File: src/anpd_consts.vh
// constants shared by the auto-negotiation support block
`ifndef ANPD_CONSTS_VH
`define ANPD_CONSTS_VH
`define ANPD_A_CTRL     5'h00
`define ANPD_A_STAT     5'h01
`define ANPD_A_ADV      5'h04
`define ANPD_A_LPA      5'h05
`define ANPD_A_EXP      5'h06
`define ANPD_A_CSTAT    5'h11
`define ANPD_A_VEND     5'h13
`define ANPD_B_SWRST    15
`define ANPD_B_ANEN     12
`define ANPD_B_RESTART  9
`define ANPD_B_CPLT1    5
`define ANPD_B_RF1      4
`define ANPD_B_LINK1    2
`define ANPD_B_NP       15
`define ANPD_B_ACK      14
`define ANPD_B_RF       13
`define ANPD_B_AB_HI    8
`define ANPD_B_AB_LO    5
`define ANPD_B_10H      5
`define ANPD_B_100H     7
`define ANPD_B_SEL_HI   4
`define ANPD_B_LPCAP    0
`define ANPD_B_PDF      4
`define ANPD_B_RATE     15
`define ANPD_B_DPX      14
`define ANPD_B_PM_HI    13
`define ANPD_B_PM_LO    11
`define ANPD_B_CPLT17   4
`define ANPD_B_NOSIG    3
`define ANPD_B_RF17     1
`define ANPD_B_LINK17   0
`define ANPD_B_SLOW     0
`define ANPD_T_100F     3
`define ANPD_T_100H     2
`define ANPD_T_10F      1
`define ANPD_T_10H      0
`define ANPD_SEL        5'h01
`define ANPD_ADV_RST    4'hf
`define ANPD_PC_IDLE    3'h0
`define ANPD_PC_BRK     3'h1
`define ANPD_PC_ABL     3'h2
`define ANPD_PC_ACK     3'h3
`define ANPD_PC_CACK    3'h4
`define ANPD_PC_PDET    3'h5
`define ANPD_PC_LCHK    3'h6
`define ANPD_PC_UP      4'h8
`define ANPD_PC_DONE    4'hf
`define ANPD_CLK_MHZ    100
`define ANPD_BREAK_US   1200
`define ANPD_RESP_US    10000
`define ANPD_LINK_US    50000
`define ANPD_TYP_MS     500
`endif

File: src/anpd_detect.v
// line classifier and common-technology priority resolution
`timescale 1ns/10ps
`include "anpd_consts.vh"
module anpd_detect (
   input  wire       flp,
   input  wire       nlp,
   input  wire       idle100,
   input  wire [3:0] adv,
   input  wire [3:0] lpa,
   output wire       sig_none,
   output wire       multi,
   output wire       only_flp,
   output wire       only_nlp,
   output wire       only_idle,
   output wire       res_ok,
   output wire       res_100,
   output wire       res_fd
);
   wire [1:0] seen;
   wire [3:0] common;

   assign seen      = {1'b0, flp} + {1'b0, nlp} + {1'b0, idle100};
   assign sig_none  = (seen == 2'h0);
   // more than one kind of signal at once cannot be resolved
   assign multi     = (seen > 2'h1);
   assign only_flp  = flp & ~multi;
   assign only_nlp  = nlp & ~multi;
   assign only_idle = idle100 & ~multi;
   assign common    = adv & lpa;
   // order: 100 full, 100 half, 10 full, 10 half; the 4-pair mode is never offered
   assign res_ok    = |common;
   assign res_100   = common[`ANPD_T_100F] | common[`ANPD_T_100H];
   assign res_fd    = common[`ANPD_T_100F] |
                      (~common[`ANPD_T_100H] & common[`ANPD_T_10F]);
endmodule

File: src/anpd_progress.v
// progress monitor: latches the highest arbitration state reached
`timescale 1ns/10ps
`include "anpd_consts.vh"
module anpd_progress (
   input  wire       clk,
   input  wire       rst,
   input  wire       clr,
   input  wire       rd,
   input  wire [2:0] arb,
   input  wire       cplt,
   output wire [3:0] held
);
   reg  [3:0] held_reg;
   wire [3:0] present;
   wire [3:0] cand;

   // a finished negotiation is seen as up (8h) now, but as done (fh) in history
   assign present = cplt ? `ANPD_PC_UP : {1'b0, arb};
   assign cand    = cplt ? `ANPD_PC_DONE : {1'b0, arb};
   assign held    = held_reg;

   always @(posedge clk or posedge rst) begin
      if (rst) begin
         held_reg <= 4'h0;
      end else if (clr) begin
         held_reg <= 4'h0;
      end else if (rd) begin
         held_reg <= present;
      end else if (!held_reg[3] && (cand > held_reg)) begin
         // once the complete bit is held only a read or reset moves it
         held_reg <= cand;
      end
   end
endmodule

File: src/anpd_top.v
// auto-negotiation arbitration, parallel detection and progress monitor
//
// Overview of operation
// - no negotiating reply clears partner-capable bit
// - parallel detect sets partner bit 5.5 or 5.7
// - parallel detect success sets negotiation complete
// - enable detected technology, disable all others
// - link pulses mean 10M; scrambled idles mean 100M
// - FLP reply sets partner-capable bit
// - no receive signal sets signal-detect bit
// - several technologies at once set detection fault
// - partner remote fault sets four fault bits
// - local link fault advertised as remote fault
// - negotiate after power-up and on request
// - any reset idles machine, clears progress bits
// - restart reinitialises machine, keeps progress bits
// - after completion only read or reset alter
// - restart on link loss, restart bit, enable toggle
// - consolidated status shows rate, duplex, link, complete
// - progress code: complete bit over three bits
// - progress code values 0 to 6, 8 and fh
// - latch arbitration state only when it is higher
// - read returns history, then loads present state
// - first read after completion 111, then 000
// - negotiation typically done within 500 ms
// - priority resolution over common advertised technologies
// - transmitted bursts carry the advertisement register
//
// The implementer's own choices: strobed register access and the address map.
`timescale 1ns/10ps
`include "anpd_consts.vh"
module anpd_top #(
   parameter CW        = 26,
   parameter BREAK_CYC = `ANPD_BREAK_US * `ANPD_CLK_MHZ,
   parameter RESP_CYC  = `ANPD_RESP_US * `ANPD_CLK_MHZ,
   parameter LINK_CYC  = `ANPD_LINK_US * `ANPD_CLK_MHZ,
   parameter TYP_CYC   = `ANPD_TYP_MS * 1000 * `ANPD_CLK_MHZ
) (
   input  wire        CLK,
   input  wire        SYS_RST,
   input  wire [4:0]  REG_ADDR,
   input  wire [15:0] REG_WDATA,
   input  wire        REG_WR,
   input  wire        REG_RD,
   output wire [15:0] REG_RDATA,
   input  wire        FLP_RX,
   input  wire [15:0] FLP_WORD,
   input  wire        NLP_RX,
   input  wire        IDLE100_RX,
   input  wire        LINK_OK,
   input  wire        LOCAL_FAULT,
   output wire        FLP_TX_EN,
   output wire [15:0] FLP_TX_WORD,
   output wire        TECH_100_EN,
   output wire        TECH_10_EN,
   output wire        FULL_DUPLEX
);
   localparam [7:0] S_IDLE = 8'h01;
   localparam [7:0] S_BRK  = 8'h02;
   localparam [7:0] S_ABL  = 8'h04;
   localparam [7:0] S_ACK  = 8'h08;
   localparam [7:0] S_CACK = 8'h10;
   localparam [7:0] S_PDET = 8'h20;
   localparam [7:0] S_LCHK = 8'h40;
   localparam [7:0] S_DONE = 8'h80;

   // counts are worked out at 32 bits, then cut to the counter width on purpose
   localparam [31:0]   BRK_W     = BREAK_CYC - 1;
   localparam [31:0]   RESP_W    = RESP_CYC - 1;
   localparam [31:0]   LINK_W    = LINK_CYC - 1;
   localparam [31:0]   TYP_W     = TYP_CYC - 1;
   localparam [CW-1:0] BRK_LAST  = BRK_W[CW-1:0];
   localparam [CW-1:0] RESP_LAST = RESP_W[CW-1:0];
   localparam [CW-1:0] LINK_LAST = LINK_W[CW-1:0];
   localparam [CW-1:0] TYP_LAST  = TYP_W[CW-1:0];
   localparam [CW-1:0] CNT_ONE   = {{(CW-1){1'b0}}, 1'b1};

   reg  [7:0]    state_reg;
   reg  [7:0]    state_next;
   reg  [CW-1:0] cnt_reg;
   reg  [CW-1:0] cnt_next;
   reg  [CW-1:0] wd_reg;
   reg           an_en_reg;
   reg  [3:0]    adv_reg;
   reg  [15:0]   lpa_reg;
   reg           lpcap_reg;
   reg           pdf_reg;
   reg           nosig_reg;
   reg           slow_reg;
   reg           res100_reg;
   reg           resfd_reg;
   reg           tx_en_reg;
   reg  [15:0]   tx_word_reg;
   reg           t100_reg;
   reg           t10_reg;
   reg           fd_reg;
   reg  [15:0]   rdata_reg;
   reg  [15:0]   rd_mux;
   reg  [2:0]    arb_code;

   wire          wr_ctrl;
   wire          sw_rst;
   wire          restart;
   wire          rd_cstat;
   wire          rd_exp;
   wire          rd_vend;
   wire          cplt;
   wire          sig_none;
   wire          multi;
   wire          only_flp;
   wire          only_nlp;
   wire          only_idle;
   wire          res_ok;
   wire          res_100;
   wire          res_fd;
   wire [3:0]    held;
   wire [3:0]    lpa_ab;
   wire          in_neg;

   assign wr_ctrl  = REG_WR && (REG_ADDR == `ANPD_A_CTRL);
   assign sw_rst   = wr_ctrl && REG_WDATA[`ANPD_B_SWRST];
   // the restart bit is never stored, so it always reads back as zero
   assign restart  = (wr_ctrl && REG_WDATA[`ANPD_B_RESTART]) ||
                     ((state_reg == S_DONE) && !LINK_OK);
   assign rd_cstat = REG_RD && (REG_ADDR == `ANPD_A_CSTAT);
   assign rd_exp   = REG_RD && (REG_ADDR == `ANPD_A_EXP);
   assign rd_vend  = REG_RD && (REG_ADDR == `ANPD_A_VEND);
   assign cplt     = (state_reg == S_DONE);
   assign lpa_ab   = lpa_reg[`ANPD_B_AB_HI:`ANPD_B_AB_LO];
   assign in_neg   = !(state_reg == S_IDLE) && !cplt;

   anpd_detect u_detect (
      .flp       (FLP_RX),
      .nlp       (NLP_RX),
      .idle100   (IDLE100_RX),
      .adv       (adv_reg),
      .lpa       (lpa_ab),
      .sig_none  (sig_none),
      .multi     (multi),
      .only_flp  (only_flp),
      .only_nlp  (only_nlp),
      .only_idle (only_idle),
      .res_ok    (res_ok),
      .res_100   (res_100),
      .res_fd    (res_fd)
   );

   anpd_progress u_progress (
      .clk  (CLK),
      .rst  (SYS_RST),
      .clr  (sw_rst),
      .rd   (rd_cstat),
      .arb  (arb_code),
      .cplt (cplt),
      .held (held)
   );

   // progress value of each arbitration state; higher means further along
   always @* begin
      case (state_reg)
         S_BRK:   arb_code = `ANPD_PC_BRK;
         S_ABL:   arb_code = `ANPD_PC_ABL;
         S_ACK:   arb_code = `ANPD_PC_ACK;
         S_CACK:  arb_code = `ANPD_PC_CACK;
         S_PDET:  arb_code = `ANPD_PC_PDET;
         S_LCHK:  arb_code = `ANPD_PC_LCHK;
         default: arb_code = `ANPD_PC_IDLE;
      endcase
   end

   always @* begin
      state_next = state_reg;
      cnt_next   = cnt_reg + CNT_ONE;
      case (state_reg)
         S_IDLE: begin
            cnt_next = {CW{1'b0}};
            if (an_en_reg) begin
               state_next = S_BRK;
            end
         end
         S_BRK: begin
            if (cnt_reg >= BRK_LAST) begin
               state_next = S_ABL;
               cnt_next   = {CW{1'b0}};
            end
         end
         S_ABL: begin
            if (multi) begin
               cnt_next = {CW{1'b0}};
            end else if (only_flp) begin
               state_next = S_ACK;
               cnt_next   = {CW{1'b0}};
            end else if (only_nlp || only_idle) begin
               state_next = S_PDET;
               cnt_next   = {CW{1'b0}};
            end else if (cnt_reg >= RESP_LAST) begin
               cnt_next = {CW{1'b0}};
            end
         end
         S_ACK: begin
            if (FLP_RX && FLP_WORD[`ANPD_B_ACK]) begin
               state_next = S_CACK;
               cnt_next   = {CW{1'b0}};
            end else if (cnt_reg >= RESP_LAST) begin
               state_next = S_BRK;
               cnt_next   = {CW{1'b0}};
            end
         end
         S_CACK: begin
            cnt_next   = {CW{1'b0}};
            state_next = res_ok ? S_LCHK : S_BRK;
         end
         S_PDET: begin
            cnt_next   = {CW{1'b0}};
            state_next = S_LCHK;
         end
         S_LCHK: begin
            if (LINK_OK) begin
               state_next = S_DONE;
            end else if (cnt_reg >= LINK_LAST) begin
               state_next = S_BRK;
               cnt_next   = {CW{1'b0}};
            end
         end
         S_DONE: begin
            cnt_next = {CW{1'b0}};
         end
         default: begin
            state_next = S_IDLE;
            cnt_next   = {CW{1'b0}};
         end
      endcase
      // clearing enable parks the machine; setting it again starts afresh
      if (!an_en_reg || restart) begin
         state_next = S_IDLE;
         cnt_next   = {CW{1'b0}};
      end
   end

   always @(posedge CLK or posedge SYS_RST) begin
      if (SYS_RST) begin
         state_reg <= S_IDLE;
         cnt_reg   <= {CW{1'b0}};
      end else if (sw_rst) begin
         state_reg <= S_IDLE;
         cnt_reg   <= {CW{1'b0}};
      end else begin
         state_reg <= state_next;
         cnt_reg   <= cnt_next;
      end
   end

   // partner ability and detection results
   always @(posedge CLK or posedge SYS_RST) begin
      if (SYS_RST) begin
         lpa_reg    <= 16'h0000;
         lpcap_reg  <= 1'b0;
         res100_reg <= 1'b0;
         resfd_reg  <= 1'b0;
         nosig_reg  <= 1'b0;
      end else if (sw_rst) begin
         lpa_reg    <= 16'h0000;
         lpcap_reg  <= 1'b0;
         res100_reg <= 1'b0;
         resfd_reg  <= 1'b0;
         nosig_reg  <= 1'b0;
      end else begin
         if ((state_reg == S_ABL || state_reg == S_ACK) && only_flp) begin
            lpa_reg   <= FLP_WORD;
            lpcap_reg <= 1'b1;
         end
         if (state_reg == S_ABL && (only_nlp || only_idle)) begin
            lpa_reg                  <= 16'h0000;
            lpa_reg[`ANPD_B_10H]     <= only_nlp;
            lpa_reg[`ANPD_B_100H]    <= only_idle;
            lpcap_reg                <= 1'b0;
            res100_reg               <= only_idle;
            resfd_reg                <= 1'b0;
         end
         if (state_reg == S_ABL && sig_none && cnt_reg >= RESP_LAST) begin
            lpcap_reg <= 1'b0;
         end
         if (state_reg == S_CACK) begin
            res100_reg <= res_100;
            resfd_reg  <= res_fd;
         end
         // no signal flag follows what the receiver hears while listening
         if (state_reg == S_ABL) begin
            if (!sig_none) begin
               nosig_reg <= 1'b0;
            end else if (cnt_reg >= RESP_LAST) begin
               nosig_reg <= 1'b1;
            end
         end
      end
   end

   // latching flags: a new event wins over the clearing read
   always @(posedge CLK or posedge SYS_RST) begin
      if (SYS_RST) begin
         pdf_reg  <= 1'b0;
         slow_reg <= 1'b0;
         wd_reg   <= {CW{1'b0}};
      end else if (sw_rst) begin
         pdf_reg  <= 1'b0;
         slow_reg <= 1'b0;
         wd_reg   <= {CW{1'b0}};
      end else begin
         if (state_reg == S_ABL && multi) begin
            pdf_reg <= 1'b1;
         end else if (rd_exp) begin
            pdf_reg <= 1'b0;
         end
         // overrun is only a hint: the typical time is not a hard limit
         if (in_neg && wd_reg == TYP_LAST) begin
            slow_reg <= 1'b1;
         end else if (rd_vend) begin
            slow_reg <= 1'b0;
         end
         if (!in_neg) begin
            wd_reg <= {CW{1'b0}};
         end else if (wd_reg != TYP_LAST) begin
            wd_reg <= wd_reg + CNT_ONE;
         end
      end
   end

   // management writes
   always @(posedge CLK or posedge SYS_RST) begin
      if (SYS_RST) begin
         an_en_reg <= 1'b1;
         adv_reg   <= `ANPD_ADV_RST;
      end else if (sw_rst) begin
         an_en_reg <= 1'b1;
         adv_reg   <= `ANPD_ADV_RST;
      end else if (REG_WR) begin
         if (REG_ADDR == `ANPD_A_CTRL) begin
            an_en_reg <= REG_WDATA[`ANPD_B_ANEN];
         end
         if (REG_ADDR == `ANPD_A_ADV) begin
            adv_reg <= REG_WDATA[`ANPD_B_AB_HI:`ANPD_B_AB_LO];
         end
      end
   end

   // line side outputs
   always @(posedge CLK or posedge SYS_RST) begin
      if (SYS_RST) begin
         tx_en_reg   <= 1'b0;
         tx_word_reg <= 16'h0000;
         t100_reg    <= 1'b0;
         t10_reg     <= 1'b0;
         fd_reg      <= 1'b0;
      end else begin
         tx_en_reg <= (state_reg == S_ABL) || (state_reg == S_ACK) ||
                      (state_reg == S_CACK);
         tx_word_reg                                 <= 16'h0000;
         tx_word_reg[`ANPD_B_SEL_HI:0]               <= `ANPD_SEL;
         tx_word_reg[`ANPD_B_AB_HI:`ANPD_B_AB_LO]    <= adv_reg;
         tx_word_reg[`ANPD_B_RF]                     <= LOCAL_FAULT;
         tx_word_reg[`ANPD_B_ACK]                    <= (state_reg == S_ACK) ||
                                                        (state_reg == S_CACK);
         // only the chosen path is powered; the rest stays off
         t100_reg <= (state_reg == S_LCHK || cplt) && res100_reg;
         t10_reg  <= (state_reg == S_LCHK || cplt) && !res100_reg;
         fd_reg   <= (state_reg == S_LCHK || cplt) && resfd_reg;
      end
   end

   assign FLP_TX_EN   = tx_en_reg;
   assign FLP_TX_WORD = tx_word_reg;
   assign TECH_100_EN = t100_reg;
   assign TECH_10_EN  = t10_reg;
   assign FULL_DUPLEX = fd_reg;

   always @* begin
      rd_mux = 16'h0000;
      case (REG_ADDR)
         `ANPD_A_CTRL: begin
            rd_mux[`ANPD_B_ANEN] = an_en_reg;
         end
         `ANPD_A_STAT: begin
            rd_mux[`ANPD_B_CPLT1] = cplt;
            rd_mux[`ANPD_B_RF1]   = lpa_reg[`ANPD_B_RF];
            rd_mux[`ANPD_B_LINK1] = LINK_OK;
         end
         `ANPD_A_ADV: begin
            rd_mux[`ANPD_B_SEL_HI:0]            = `ANPD_SEL;
            rd_mux[`ANPD_B_AB_HI:`ANPD_B_AB_LO] = adv_reg;
            rd_mux[`ANPD_B_RF]                  = LOCAL_FAULT;
         end
         `ANPD_A_LPA: begin
            rd_mux = lpa_reg;
         end
         `ANPD_A_EXP: begin
            rd_mux[`ANPD_B_LPCAP] = lpcap_reg;
            rd_mux[`ANPD_B_PDF]   = pdf_reg;
         end
         `ANPD_A_CSTAT: begin
            rd_mux[`ANPD_B_RATE]                = res100_reg;
            rd_mux[`ANPD_B_DPX]                 = resfd_reg;
            // the held code is returned; the read then reloads it
            rd_mux[`ANPD_B_PM_HI:`ANPD_B_PM_LO] = held[2:0];
            rd_mux[`ANPD_B_CPLT17]              = held[3];
            rd_mux[`ANPD_B_NOSIG]               = nosig_reg;
            rd_mux[`ANPD_B_RF17]                = lpa_reg[`ANPD_B_RF];
            rd_mux[`ANPD_B_LINK17]              = LINK_OK;
         end
         `ANPD_A_VEND: begin
            rd_mux[`ANPD_B_RF]   = lpa_reg[`ANPD_B_RF];
            rd_mux[`ANPD_B_SLOW] = slow_reg;
         end
         default: begin
            rd_mux = 16'h0000;
         end
      endcase
   end

   // read data stand only in the cycle after the strobe
   always @(posedge CLK or posedge SYS_RST) begin
      if (SYS_RST) begin
         rdata_reg <= 16'h0000;
      end else begin
         rdata_reg <= REG_RD ? rd_mux : 16'h0000;
      end
   end

   assign REG_RDATA = rdata_reg;
endmodule

File: config.mk
export PLATFORM = sky130hd
export DESIGN_NAME = anpd_top
export DESIGN_NICKNAME = d
export VERILOG_FILES = /design/src/anpd_detect.v /design/src/anpd_progress.v /design/src/anpd_top.v
export VERILOG_INCLUDE_DIRS = /design/src /design/src/src
export SDC_FILE = /design/constraint.sdc
export NUM_CORES = 1
export LEC_CHECK = 0
export BUFFER_PORTS_ARGS = -buffer_cell sky130_fd_sc_hd__buf_2
export CORE_UTILIZATION = 25
export CTS_CLUSTER_DIAMETER = 150
export DETAILED_ROUTE_END_ITERATION = 8
export SLEW_MARGIN = 20
export SYNTH_ARGS = -nofsm -noshare
export SYNTH_HDL_FRONTEND = slang
export SYNTH_SLANG_ARGS = --single-unit
File: constraint.sdc
create_clock -name CLK -period 3.3 [get_ports CLK]
set_input_delay 0.165 -clock CLK [delete_from_list [all_inputs] [get_ports CLK]]
set_output_delay 0.165 -clock CLK [all_outputs]
set_load 0.01 [all_outputs]
==> results.json, run 1 <==
{
  "drv_slew": 0,
  "grt_pass1_wl_mm": 24.6,
  "worstHoldPathType": "primary input to flip-flop",
  "clk_latency_ns": 0.42,
  "synth-seq-cells": 118,
  "critPathMaxStageDelay_ns": 0.47,
  "leakagePower_nw": 3.37,
  "fin_hold_ws_ns": 0.0173,
  "cts_tree": "built",
  "finalHoldViolCount": 0,
  "path_common_cell": "o21ai_0",
  "fin_cells": 1057,
  "relSlewSlack_pct": 39.4,
  "use_met1_pct": 15.3,
  "drt_pass1_iterations": 5,
  "dr.first_iter.drc_count": 321,
  "synth-seq-area-share_pct": 47.4,
  "pwr-share-comb_pct": 13.8,
  "finalPower_mw": 4.02,
  "place.gp.congestion": 0.831,
  "synth_area_leaders": "dfrtp_1 45%, nor2_1 4.6%, xor2_1 4.1%",
  "crit_required_ns": 3.64,
  "drv_cap": 0,
  "synth_common_cells": "112 x dfrtp_1, 76 x nor2_1, 52 x nand2_1, 39 x nand3_1, 29 x xor2_1",
  "clockPowerShare_pct": 45.3,
  "max_freq_mhz": 358,
  "start_kind": "flip-flop",
  "cts_inserted_buffers": 17,
  "area_delta_synth_final_pct": 22.5,
  "num_io_pins": 82,
  "critPathKind": "flip-flop to flip-flop",
  "antenna_left": 0,
  "num_rows": 57,
  "wl_per_cell_um": 13.7,
  "seq_power_share_pct": 40.9,
  "h-tree-depth": 4,
  "die_h_um": 160,
  "numPortBuffers": 63,
  "slowest_stage": "dfrtp_1",
  "diodes": 0,
  "setup_tns_ns": 0,
  "rsz0062_at_grt": "false",
  "track_usage_pct": 12.0,
  "cts_max_path_buffers": 2,
  "dpl.cell_count": 1009,
  "arrival_ns": 3.14,
  "overflow": 0,
  "ys.flop_type": "dfrtp_1",
  "use_met3_pct": 3.22,
  "crit_chain": "nor4_4 -> nand2_1 -> o21ai_0 -> nand2b_1 -> ha_1 -> nor2b_1 -> o21a_1 -> o21ai_0 -> a21oi_1 -> or4_1 -> o21ai_0",
  "period_needed_ns": 2.79,
  "syn_avg_cell_area_um2": 9.79,
  "ys.warnings.count": 0,
  "yosysTopAreaCellShare_pct": 44.9,
  "via_per_inst": 4.68,
  "ys_types": 66,
  "status": "complete, no violations",
  "final_area_um2": 7650,
  "antenna_found_initial": 0,
  "grtUsageMet2_pct": 19.3,
  "cts_resized": 0,
  "worstMarginPinSlew_ns": 0.909,
  "busiest_layer": "met2",
  "async_flop_share_pct": 100,
  "peakVddDrop_mv": 0.352,
  "intPower_mw": 2.91,
  "die_x_um": 160,
  "dp_worst_setup_slack_ns": 0.519,
  "synthesis.area_um2": 6250,
  "grt_max_degree": 71,
  "cp_max_fo": 7,
  "drive_above_1_share_pct": 19.4,
  "powerDensity_nw_per_um2": 526,
  "p_sw_share_pct": 27.7,
  "layout_setup_ws_ns": 0.508,
  "dpl-instance-area_um2": 6900,
  "grt_pass1_vias": 4954,
  "cts_root_buf": "clkbuf_16",
  "end_kind": "flip-flop",
  "dieArea_um2": 25600,
  "vias": 4947,
  "skew_ns": 0.0128,
  "core_area_um2": 24400,
  "fin_util_pct": 31.4,
  "clk_pin_slew_ns": 0.06,
  "fin_crit_sh_pct": 84.6,
  "place_hpwl_mm": 10.1,
  "yosysMostFrequentCell": "dfrtp_1",
  "finalSetupViolCount": 0,
  "yosys.area.top_type": "dfrtp_1",
  "finalNetCount": 773,
  "routed_wl_mm": 14.5,
  "initial_utilization_pct": 25.6,
  "clock_sinks": 118,
  "syn_inst": 638,
  "power_switching_mw": 1.12,
  "synth-edff-count": 0,
  "drc": 0
}
[timing repair]
action	CTS	global route
buffers inserted	0	0
endpoints found under the setup margin	0	0
hold endpoints to repair	79	0
hold buffers	16	0
[final cells by class]
type	instances	area, um2
clock buffers	18	439
clock inverters	14	150
fillers	2548	16700
inverters	18	70.1
multi-input cells	474	3040
flip-flops and latches	118	2960
well taps	324	405
repair buffers	91	591
[layout by cell type (no fill, tap or decap), drive strengths merged, types with 3 or more instances in the layout]
cell type and instances:
a2111oi 3, a21oi 20, a22o 6, a22oi 4, a31o 4, and2 8, and3 12, and4 5
buf 75, clkbuf 18, clkinv 4, clkinvlp 6, conb 10, dfrtp 112, dfstp 6, dlygate4sd3 16
ha 6, inv 20, mux2i 21, nand2 52, nand2b 5, nand3 39, nand4 16, nand4b 4
nor2 96, nor2b 12, nor3 20, nor3b 5, nor4 7, nor4b 3, o21a 3, o21ai 21
o22ai 3, o31ai 4, o41ai 3, or3 5, or4 3, xnor2 19, xor2 29
[critical path: cells and delay by family, from the launching register on]
family	cells	cell delay (ns)
AOI/OAI and AO/OA	5	0.75
adders and majority gates	1	0.24
DFF	1	0.47
and+or+nand+nor	5	1.26
[power groups by stage]
stage | clock (mW) | combinational (mW) | sequential [mW]
4_1_cts | 1.86 | 0.561 | 1.64
5_1_grt | 1.93 | 0.627 | 1.66
6_report | 1.82 | 0.555 | 1.64
3_3_place_gp | 0 | 0.538 | 1.67
2_1_floorplan | 0 | 0.380 | 1.65
3_5_place_dp | 0 | 0.543 | 1.67
[per-layer routing]
metal	share of wire (%)	vias to the layer above
met5	0	-
met4	1.5	0
met3	3.8	22
met2	48	98
met1	46	2429
li1	-	2398
[logic make-up (layout without fill, tap and decap cells)]
| family | count (synthesis) | in the layout | share of synthesized area [%] |
|---|---|---|---|
| DFF | 118 | 118 | 47.4 |
| adders and majority gates | 7 | 7 | 1.52 |
| buffers and inverters | 54 | 141 | 4.47 |
| AOI/OAI and AO/OA | 88 | 88 | 9.65 |
| and+or+nand+nor | 298 | 298 | 26.4 |
| muxes | 23 | 23 | 3.73 |
| other | 2 | 10 | 0.120 |
| xor gates and xnor gates | 48 | 48 | 6.73 |
[final timing paths]
check	from	endpoint	slack, ns	cells after the start
max in group asynchronous	SYS_RST	adv_reg[2]	2.00	4
worst min-delay path	REG_WDATA[8]	adv_reg[3]	0.02	3
worst max register to register	state_reg[3]	u_progress.held[2]	0.51	11
worst max-delay path	state_reg[3]	u_progress.held[2]	0.51	11
min in group asynchronous	SYS_RST	cnt_reg[2]	0.47	3
worst min register to register	adv_reg[2]	FLP_TX_WORD[7]	0.43	0
Power figures use the tool's default switching activity.
==> run 2, diff against run 1 <==
--- a/config.mk
+++ b/config.mk
@@ -6,6 +6,7 @@
 export SDC_FILE = /design/constraint.sdc
 export NUM_CORES = 1
 export LEC_CHECK = 0
+export ABC_AREA = 1
 export BUFFER_PORTS_ARGS = -buffer_cell sky130_fd_sc_hd__buf_2
 export CORE_UTILIZATION = 25
 export CTS_CLUSTER_DIAMETER = 150
==> constraint.sdc (replaced) <==
create_clock -name CLK -period 2.9 [get_ports CLK]
set_input_delay 0.145 -clock CLK [delete_from_list [all_inputs] [get_ports CLK]]
set_output_delay 0.145 -clock CLK [all_outputs]
set_load 0.01 [all_outputs]
==> run 2 against run 1 <==
Against the previous run: total power is 18% higher; routed wire length up 15%; maximum frequency rose by 19%; worst setup slack gained 0.056 ns; utilization fell by 0.78 points; cell count increased by 20%; first-iteration DRC count down 11%; highest routed layer unchanged; via count up 17%; clock skew decreased by 0.0042 ns; sequential share of layout area shrank 1.4 points; die area is 5.8% higher; final area grew 3.9%.
==> results.json, run 2 <==
{
  "die_x_um": 165,
  "cts_max_path_buffers": 2,
  "die_h_um": 165,
  "syn_inst": 839,
  "track_usage_pct": 13.2,
  "via_per_inst": 4.59,
  "cp_max_fo": 8,
  "leakagePower_nw": 3.63,
  "yosys.area.top_type": "dfrtp_1",
  "synth-seq-area-share_pct": 44.8,
  "yosysMostFrequentCell": "nand2_1",
  "h-tree-depth": 4,
  "clk_pin_slew_ns": 0.06,
  "max_freq_mhz": 428,
  "setup_tns_ns": 0,
  "reg2reg_depth": 14,
  "drive_above_1_share_pct": 16.9,
  "routed_wl_mm": 16.7,
  "core_area_um2": 26000,
  "worstHoldPathType": "primary input to flip-flop",
  "area_delta_synth_final_pct": 20.2,
  "drt_pass1_iterations": 5,
  "clock_sinks": 118,
  "crit_required_ns": 3.20,
  "start_kind": "flip-flop",
  "grtUsageMet2_pct": 20.9,
  "dp_worst_setup_slack_ns": 0.596,
  "num_io_pins": 82,
  "worstMarginPinSlew_ns": 0.647,
  "drv_cap": 0,
  "layout_commonest_cell": "nand2_1",
  "fin_hold_ws_ns": 0.0200,
  "diodes": 0,
  "finalNetCount": 969,
  "synth-seq-cells": 118,
  "powerDensity_nw_per_um2": 599,
  "syn_avg_cell_area_um2": 7.88,
  "finalSetupViolCount": 0,
  "synth_area_leaders": "dfrtp_1 42%, nand2_1 7.9%, nor2_1 7.1%",
  "vias": 5803,
  "cts_inserted_buffers": 17,
  "grt_pass1_vias": 5662,
  "crit_start": "state_reg[1]",
  "clk_latency_ns": 0.42,
  "whs_endpoint": "lpa_reg[11]",
  "synth_common_cells": "139 x nand2_1, 125 x nor2_1, 112 x dfrtp_1, 111 x inv_1, 69 x nand3_1",
  "finalHoldViolCount": 0,
  "place_hpwl_mm": 12.4,
  "place.gp.congestion": 0.898,
  "drc": 0,
  "r2r-start": "state_reg[1]",
  "drv_slew": 0,
  "numPortBuffers": 63,
  "num_rows": 59,
  "cts_tree": "built",
  "ys.flop_type": "dfrtp_1",
  "synthesis.area_um2": 6610,
  "fin_cells": 1264,
  "layout_setup_ws_ns": 0.563,
  "grt_pass1_wl_mm": 28.0,
  "grt_max_degree": 56,
  "ys.warnings.count": 0,
  "arrival_ns": 2.63,
  "critPathKind": "flip-flop to flip-flop",
  "cts_resized": 0,
  "synth-edff-count": 0,
  "dpl.cell_count": 1225,
  "antenna_found_initial": 0,
  "async_flop_share_pct": 100,
  "dieArea_um2": 27100,
  "overflow": 0,
  "period_needed_ns": 2.34,
  "use_met1_pct": 17.2,
  "final_cell_mix": "139 x nand2_1, 125 x nor2_1, 112 x dfrtp_1",
  "status": "complete, no violations",
  "ys_types": 47,
  "hp-start": "FLP_WORD[11]",
  "peakVddDrop_mv": 0.461,
  "initial_utilization_pct": 25.4,
  "hold-path-cell-count": 3,
  "skew_ns": 0.00858,
  "end_kind": "flip-flop",
  "antenna_left": 0,
  "fin_crit_sh_pct": 80.6,
  "relSlewSlack_pct": 56.7,
  "reg2reg_to": "u_progress.held[1]",
  "use_met3_pct": 3.04,
  "wl_per_cell_um": 13.2,
  "cts_root_buf": "clkbuf_16",
  "rsz0062_at_grt": "false",
  "yosysTopAreaCellShare_pct": 42.4,
  "dr.first_iter.drc_count": 287,
  "busiest_layer": "met2",
  "ff2ff_setup_slack_ns": 0.56
}
==> run 2: changes by cell type in the layout (fill, tap and decap cells not counted), sizes merged, moves of 9 or more <==
cell,previous run,this run
xnor2,19,8
a21oi,20,42
dlygate4sd3,16,7
nor3,20,29
nand3,39,75
nor2,96,150
inv,20,117
nand2,52,145
nor2b,12,0
mux2i,21,0
xor2,29,17
o21ai,21,45
and3,12,0
==> run 2: final cells by class <==
class | count | area [um2]
timing repair buffer | 75 | 435
fill | 2800 | 18000
multi-input combinational | 586 | 3060
clock buffer | 21 | 480
sequential | 118 | 2960
inverter | 118 | 449
tap | 335 | 419
clock inverter | 11 | 148
==> run 2: kinds of logic (layout without fill, tap and decap cells) <==
family	Yosys count	in the layout	synth area share (%)
xor gates and xnor gates	25	25	3.31
other	2	10	0.114
adders and majority gates	7	7	1.44
DFF	118	118	44.8
AOI/OAI and AO/OA	115	115	9.73
and+or+nand+nor	429	429	31.2
buffers and inverters	143	225	9.42
==> run 2: worst max-delay path by stage <==
stage / depth (start not counted) / endpoint / slack, ns
6_report: 14 / u_progress.held[1] / 0.56
5_1_grt: 14 / u_progress.held[2] / 0.32
4_1_cts: 12 / u_progress.held[0] / 0.60
3_5_place_dp: 12 / u_progress.held[2] / 0.60
3_3_place_gp: 12 / u_progress.held[2] / 0.60
2_1_floorplan: 14 / u_progress.held[2] / 0.90
==> run 2: worst max-delay path, cell delays in order (launching register included) <==
cell and delay (ns):
dfrtp_1 0.41, inv_1 0.11, nand2_1 0.06, nor3_1 0.27, nand2_2 0.15, nand2_2 0.10
inv_2 0.06, nand3_1 0.11, ha_1 0.27, a21oi_1 0.15, o21ai_0 0.08, nand3_1 0.09
nand3_2 0.15, nand3_1 0.13, o21ai_0 0.08
==> run 2: timing repair <==
item                      4_1_cts  5_1_grt
hold endpoints to repair       26        0
hold buffers                    7        0
setup buffers                   0        0
==> run 2: stage by stage <==
step,total power [mW],area [um2],util (%)
2_1_floorplan,2.38,6650,-
3_3_place_gp,2.56,7250,27.9
3_5_place_dp,2.56,7250,27.9
4_1_cts,4.81,7950,30.6
5_1_grt,4.99,7950,30.6
6_report,4.77,7950,30.6
==> run 2: routing by layer <==
| layer | vias to the layer above | routed length, um |
|---|---|---|
| li1 | 2887 | - |
| met2 | 160 | 7680 |
| met4 | 0 | 373 |
| met5 | - | 0 |
| met3 | 27 | 893 |
| met1 | 2729 | 7750 |
==> run 2: power by group <==
| part | leakage (nW) | total (mW) | internal (mW) | switching, mW |
|---|---|---|---|---|
| clock | 0.309 | 2.22 | 1.44 | 0.779 |
| combinational | 1.75 | 0.677 | 0.205 | 0.472 |
| sequential | 1.58 | 1.87 | 1.79 | 0.0732 |
==> run 3, diff against run 2 <==
==> constraint.sdc (replaced) <==
create_clock -name CLK -period 2 [get_ports CLK]
set_input_delay 0.1 -clock CLK [delete_from_list [all_inputs] [get_ports CLK]]
set_output_delay 0.1 -clock CLK [all_outputs]
set_load 0.01 [all_outputs]
==> run 3 against run 2 <==
Against the previous run: the flow now finishes with violations (setup timing); sequential share of layout area down 4.1 points; global-route usage up 0.76 points; utilization up 3.8 points; critical endpoint unchanged; largest power group unchanged; count of clock-buffer cells in the layout down 2; via count up 6.4%; worst hold slack better by 0.020 ns; clock skew up 0.00059 ns; critical path depth down 2; final area up 13%; sequential power up 45%.
==> results.json, run 3 (synthesized netlist as in run 2, its figures left out) <==
{
  "critPathMaxStageDelay_ns": 0.42,
  "antenna_found_initial": 0,
  "grt_pass1_vias": 6084,
  "critPathCapture": "u_progress.held[1]",
  "clockPowerShare_pct": 43.4,
  "area_delta_synth_final_pct": 35.3,
  "max_freq_mhz": 475,
  "via_per_inst": 4.59,
  "intPower_mw": 5.03,
  "worstHoldPathType": "primary input to flip-flop",
  "r2r-start": "state_reg[1]",
  "reg2reg_depth": 12,
  "crit_chain": "nor2_4 -> nand2_4 -> buf_4 -> nor2_4 -> buf_6 -> nor2_4 -> ha_2 -> nand4_1 -> nand3_1 -> nand3_4 -> nand3_2 -> o21ai_1",
  "path_common_cell": "nor2_4",
  "skew_ns": 0.00917,
  "drive_above_1_share_pct": 27.0,
  "peakVddDrop_mv": 0.566,
  "drv_cap": 0,
  "seq_power_share_pct": 37.9,
  "grt_pass1_wl_mm": 29.7,
  "critPathKind": "flip-flop to flip-flop",
  "ff2ff_setup_slack_ns": -0.11,
  "start_kind": "flip-flop",
  "pwr-share-comb_pct": 18.7,
  "status": "finished with violations",
  "die_x_um": 165,
  "diodes": 0,
  "core_area_um2": 26000,
  "num_rows": 59,
  "powerDensity_nw_per_um2": 799,
  "clock_sinks": 118,
  "h-tree-depth": 4,
  "die_h_um": 165,
  "p_sw_share_pct": 29.6,
  "reg2reg_to": "u_progress.held[1]",
  "grt_max_degree": 50,
  "cp.depth": 12,
  "power_switching_mw": 2.12,
  "finalNetCount": 1050,
  "rsz0062_at_grt": "true",
  "dieArea_um2": 27100,
  "antenna_left": 0,
  "slowest_stage": "dfrtp_1",
  "end_kind": "flip-flop",
  "dp_worst_setup_slack_ns": -0.154,
  "clk_latency_ns": 0.42,
  "leakagePower_nw": 4.04,
  "numPortBuffers": 63,
  "finalSetupViolCount": 24,
  "routed_wl_mm": 18.4,
  "drv_slew": 0,
  "worstMarginPinSlew_ns": 0.607,
  "crit_family": "simple AND/OR/NAND/NOR gates",
  "drc": 0,
  "cts_max_path_buffers": 2,
  "cp_max_fo": 8,
  "cts_inserted_buffers": 17,
  "layout_commonest_cell": "nand2_1",
  "place.gp.congestion": 0.895,
  "cts_tree": "built",
  "dr.first_iter.drc_count": 300,
  "final_cell_mix": "134 x nand2_1, 110 x dfrtp_1, 105 x inv_1, 105 x nor2_1, 63 x buf_2",
  "relSlewSlack_pct": 59.0,
  "period_needed_ns": 2.11,
  "drt_pass1_iterations": 5,
  "arrival_ns": 2.41,
  "finalHoldViolCount": 0,
  "cts_root_buf": "clkbuf_16",
  "crit_start": "state_reg[1]",
  "fin_util_pct": 34.4,
  "track_usage_pct": 13.9,
  "overflow": 0,
  "vias": 6175,
  "wl_per_cell_um": 13.6,
  "layout_setup_ws_ns": -0.106,
  "crit_required_ns": 2.31,
  "fin_crit_sh_pct": 105,
  "num_io_pins": 82,
  "clk_pin_slew_ns": 0.06,
  "violations": "setup timing",
  "place_hpwl_mm": 13.1,
  "initial_utilization_pct": 25.4,
  "crit_buf_inv": 2
}
## run 3: changes by cell type in the layout (fill, tap and decap cells not counted), moves of 5 or more
cell	before	now
nor2_1	125	105
inv_1	110	105
dlygate4sd3_1	7	22
buf_4	4	62
nor2_4	13	29
nand2_1	139	134
nand3_1	69	60
nand3_2	5	12
## run 3: power by group through the flow
stage	Clock, mW	Sequential, mW	Combinational, mW
finish	3.10	2.71	1.34
global route	3.25	2.72	1.47
CTS	3.17	2.70	1.16
detailed placement	0	2.74	1.10
global placement	0	2.74	1.09
floorplan	0	2.74	0.709
## run 3: worst min-delay path by stage
stage	slack, ns	cells after the start	endpoint	start
2_1_floorplan	0.13	0	FLP_TX_WORD[13]	LOCAL_FAULT
3_3_place_gp	0.15	2	FULL_DUPLEX	SYS_RST
3_5_place_dp	0.15	2	wd_reg[8]	SYS_RST
4_1_cts	0.005	3	state_reg[4]	FLP_RX
5_1_grt	0.06	3	state_reg[4]	FLP_RX
6_report	0.04	3	state_reg[4]	FLP_RX
## run 3: layout make-up
| cell class | count | area (um2) |
|---|---|---|
| Fill cell | 2676 | 17000 |
| Multi-Input combinational cell | 587 | 3380 |
| Sequential cell | 118 | 2960 |
| Timing Repair Buffer | 155 | 1130 |
| Clock buffer | 19 | 453 |
| Inverter | 118 | 452 |
| Tap cell | 335 | 419 |
| Clock inverter | 13 | 145 |
## run 3: metrics by stage
stage | hold slack, ns | TNS [ns] | total power, mW | std cells | area (um2)
finish | 0.0398 | -0.972 | 7.15 | 1345 | 8950
global route | 0.0596 | -3.45 | 7.45 | 1345 | 8950
CTS | 0.00487 | -0.228 | 7.03 | 1329 | 8540
detailed placement | 0.145 | -0.580 | 3.84 | 1271 | 7640
global placement | 0.154 | -0.479 | 3.83 | 1271 | 7640
floorplan | 0.131 | 0 | 3.45 | 847 | 6650
## run 3: metal layers
| layer | routed length (um) | vias to the layer above | track usage (%) |
|---|---|---|---|
| met2 | 8590 | 171 | 22.7 |
| met3 | 783 | 38 | 3.11 |
| met5 | 0 | - | 0 |
| met1 | 8430 | 2932 | 17.6 |
| li1 | - | 3034 | - |
| met4 | 549 | 0 | 6.13 |
## run 3: worst min-delay path, delay by kind of cell
family,cells,cell delay (ns)
buffers and inverters,1,0.14
AND/OR/NAND/NOR,2,0.18
## run 3: repair_timing
item                                   CTS  global route
resized for setup                       12            69
buffers inserted                         4            15
hold buffers                            22             0
cloned                                   0             1
setup endpoints to repair                4            43
endpoints found under the hold margin   34             0
pin swaps                                1            16
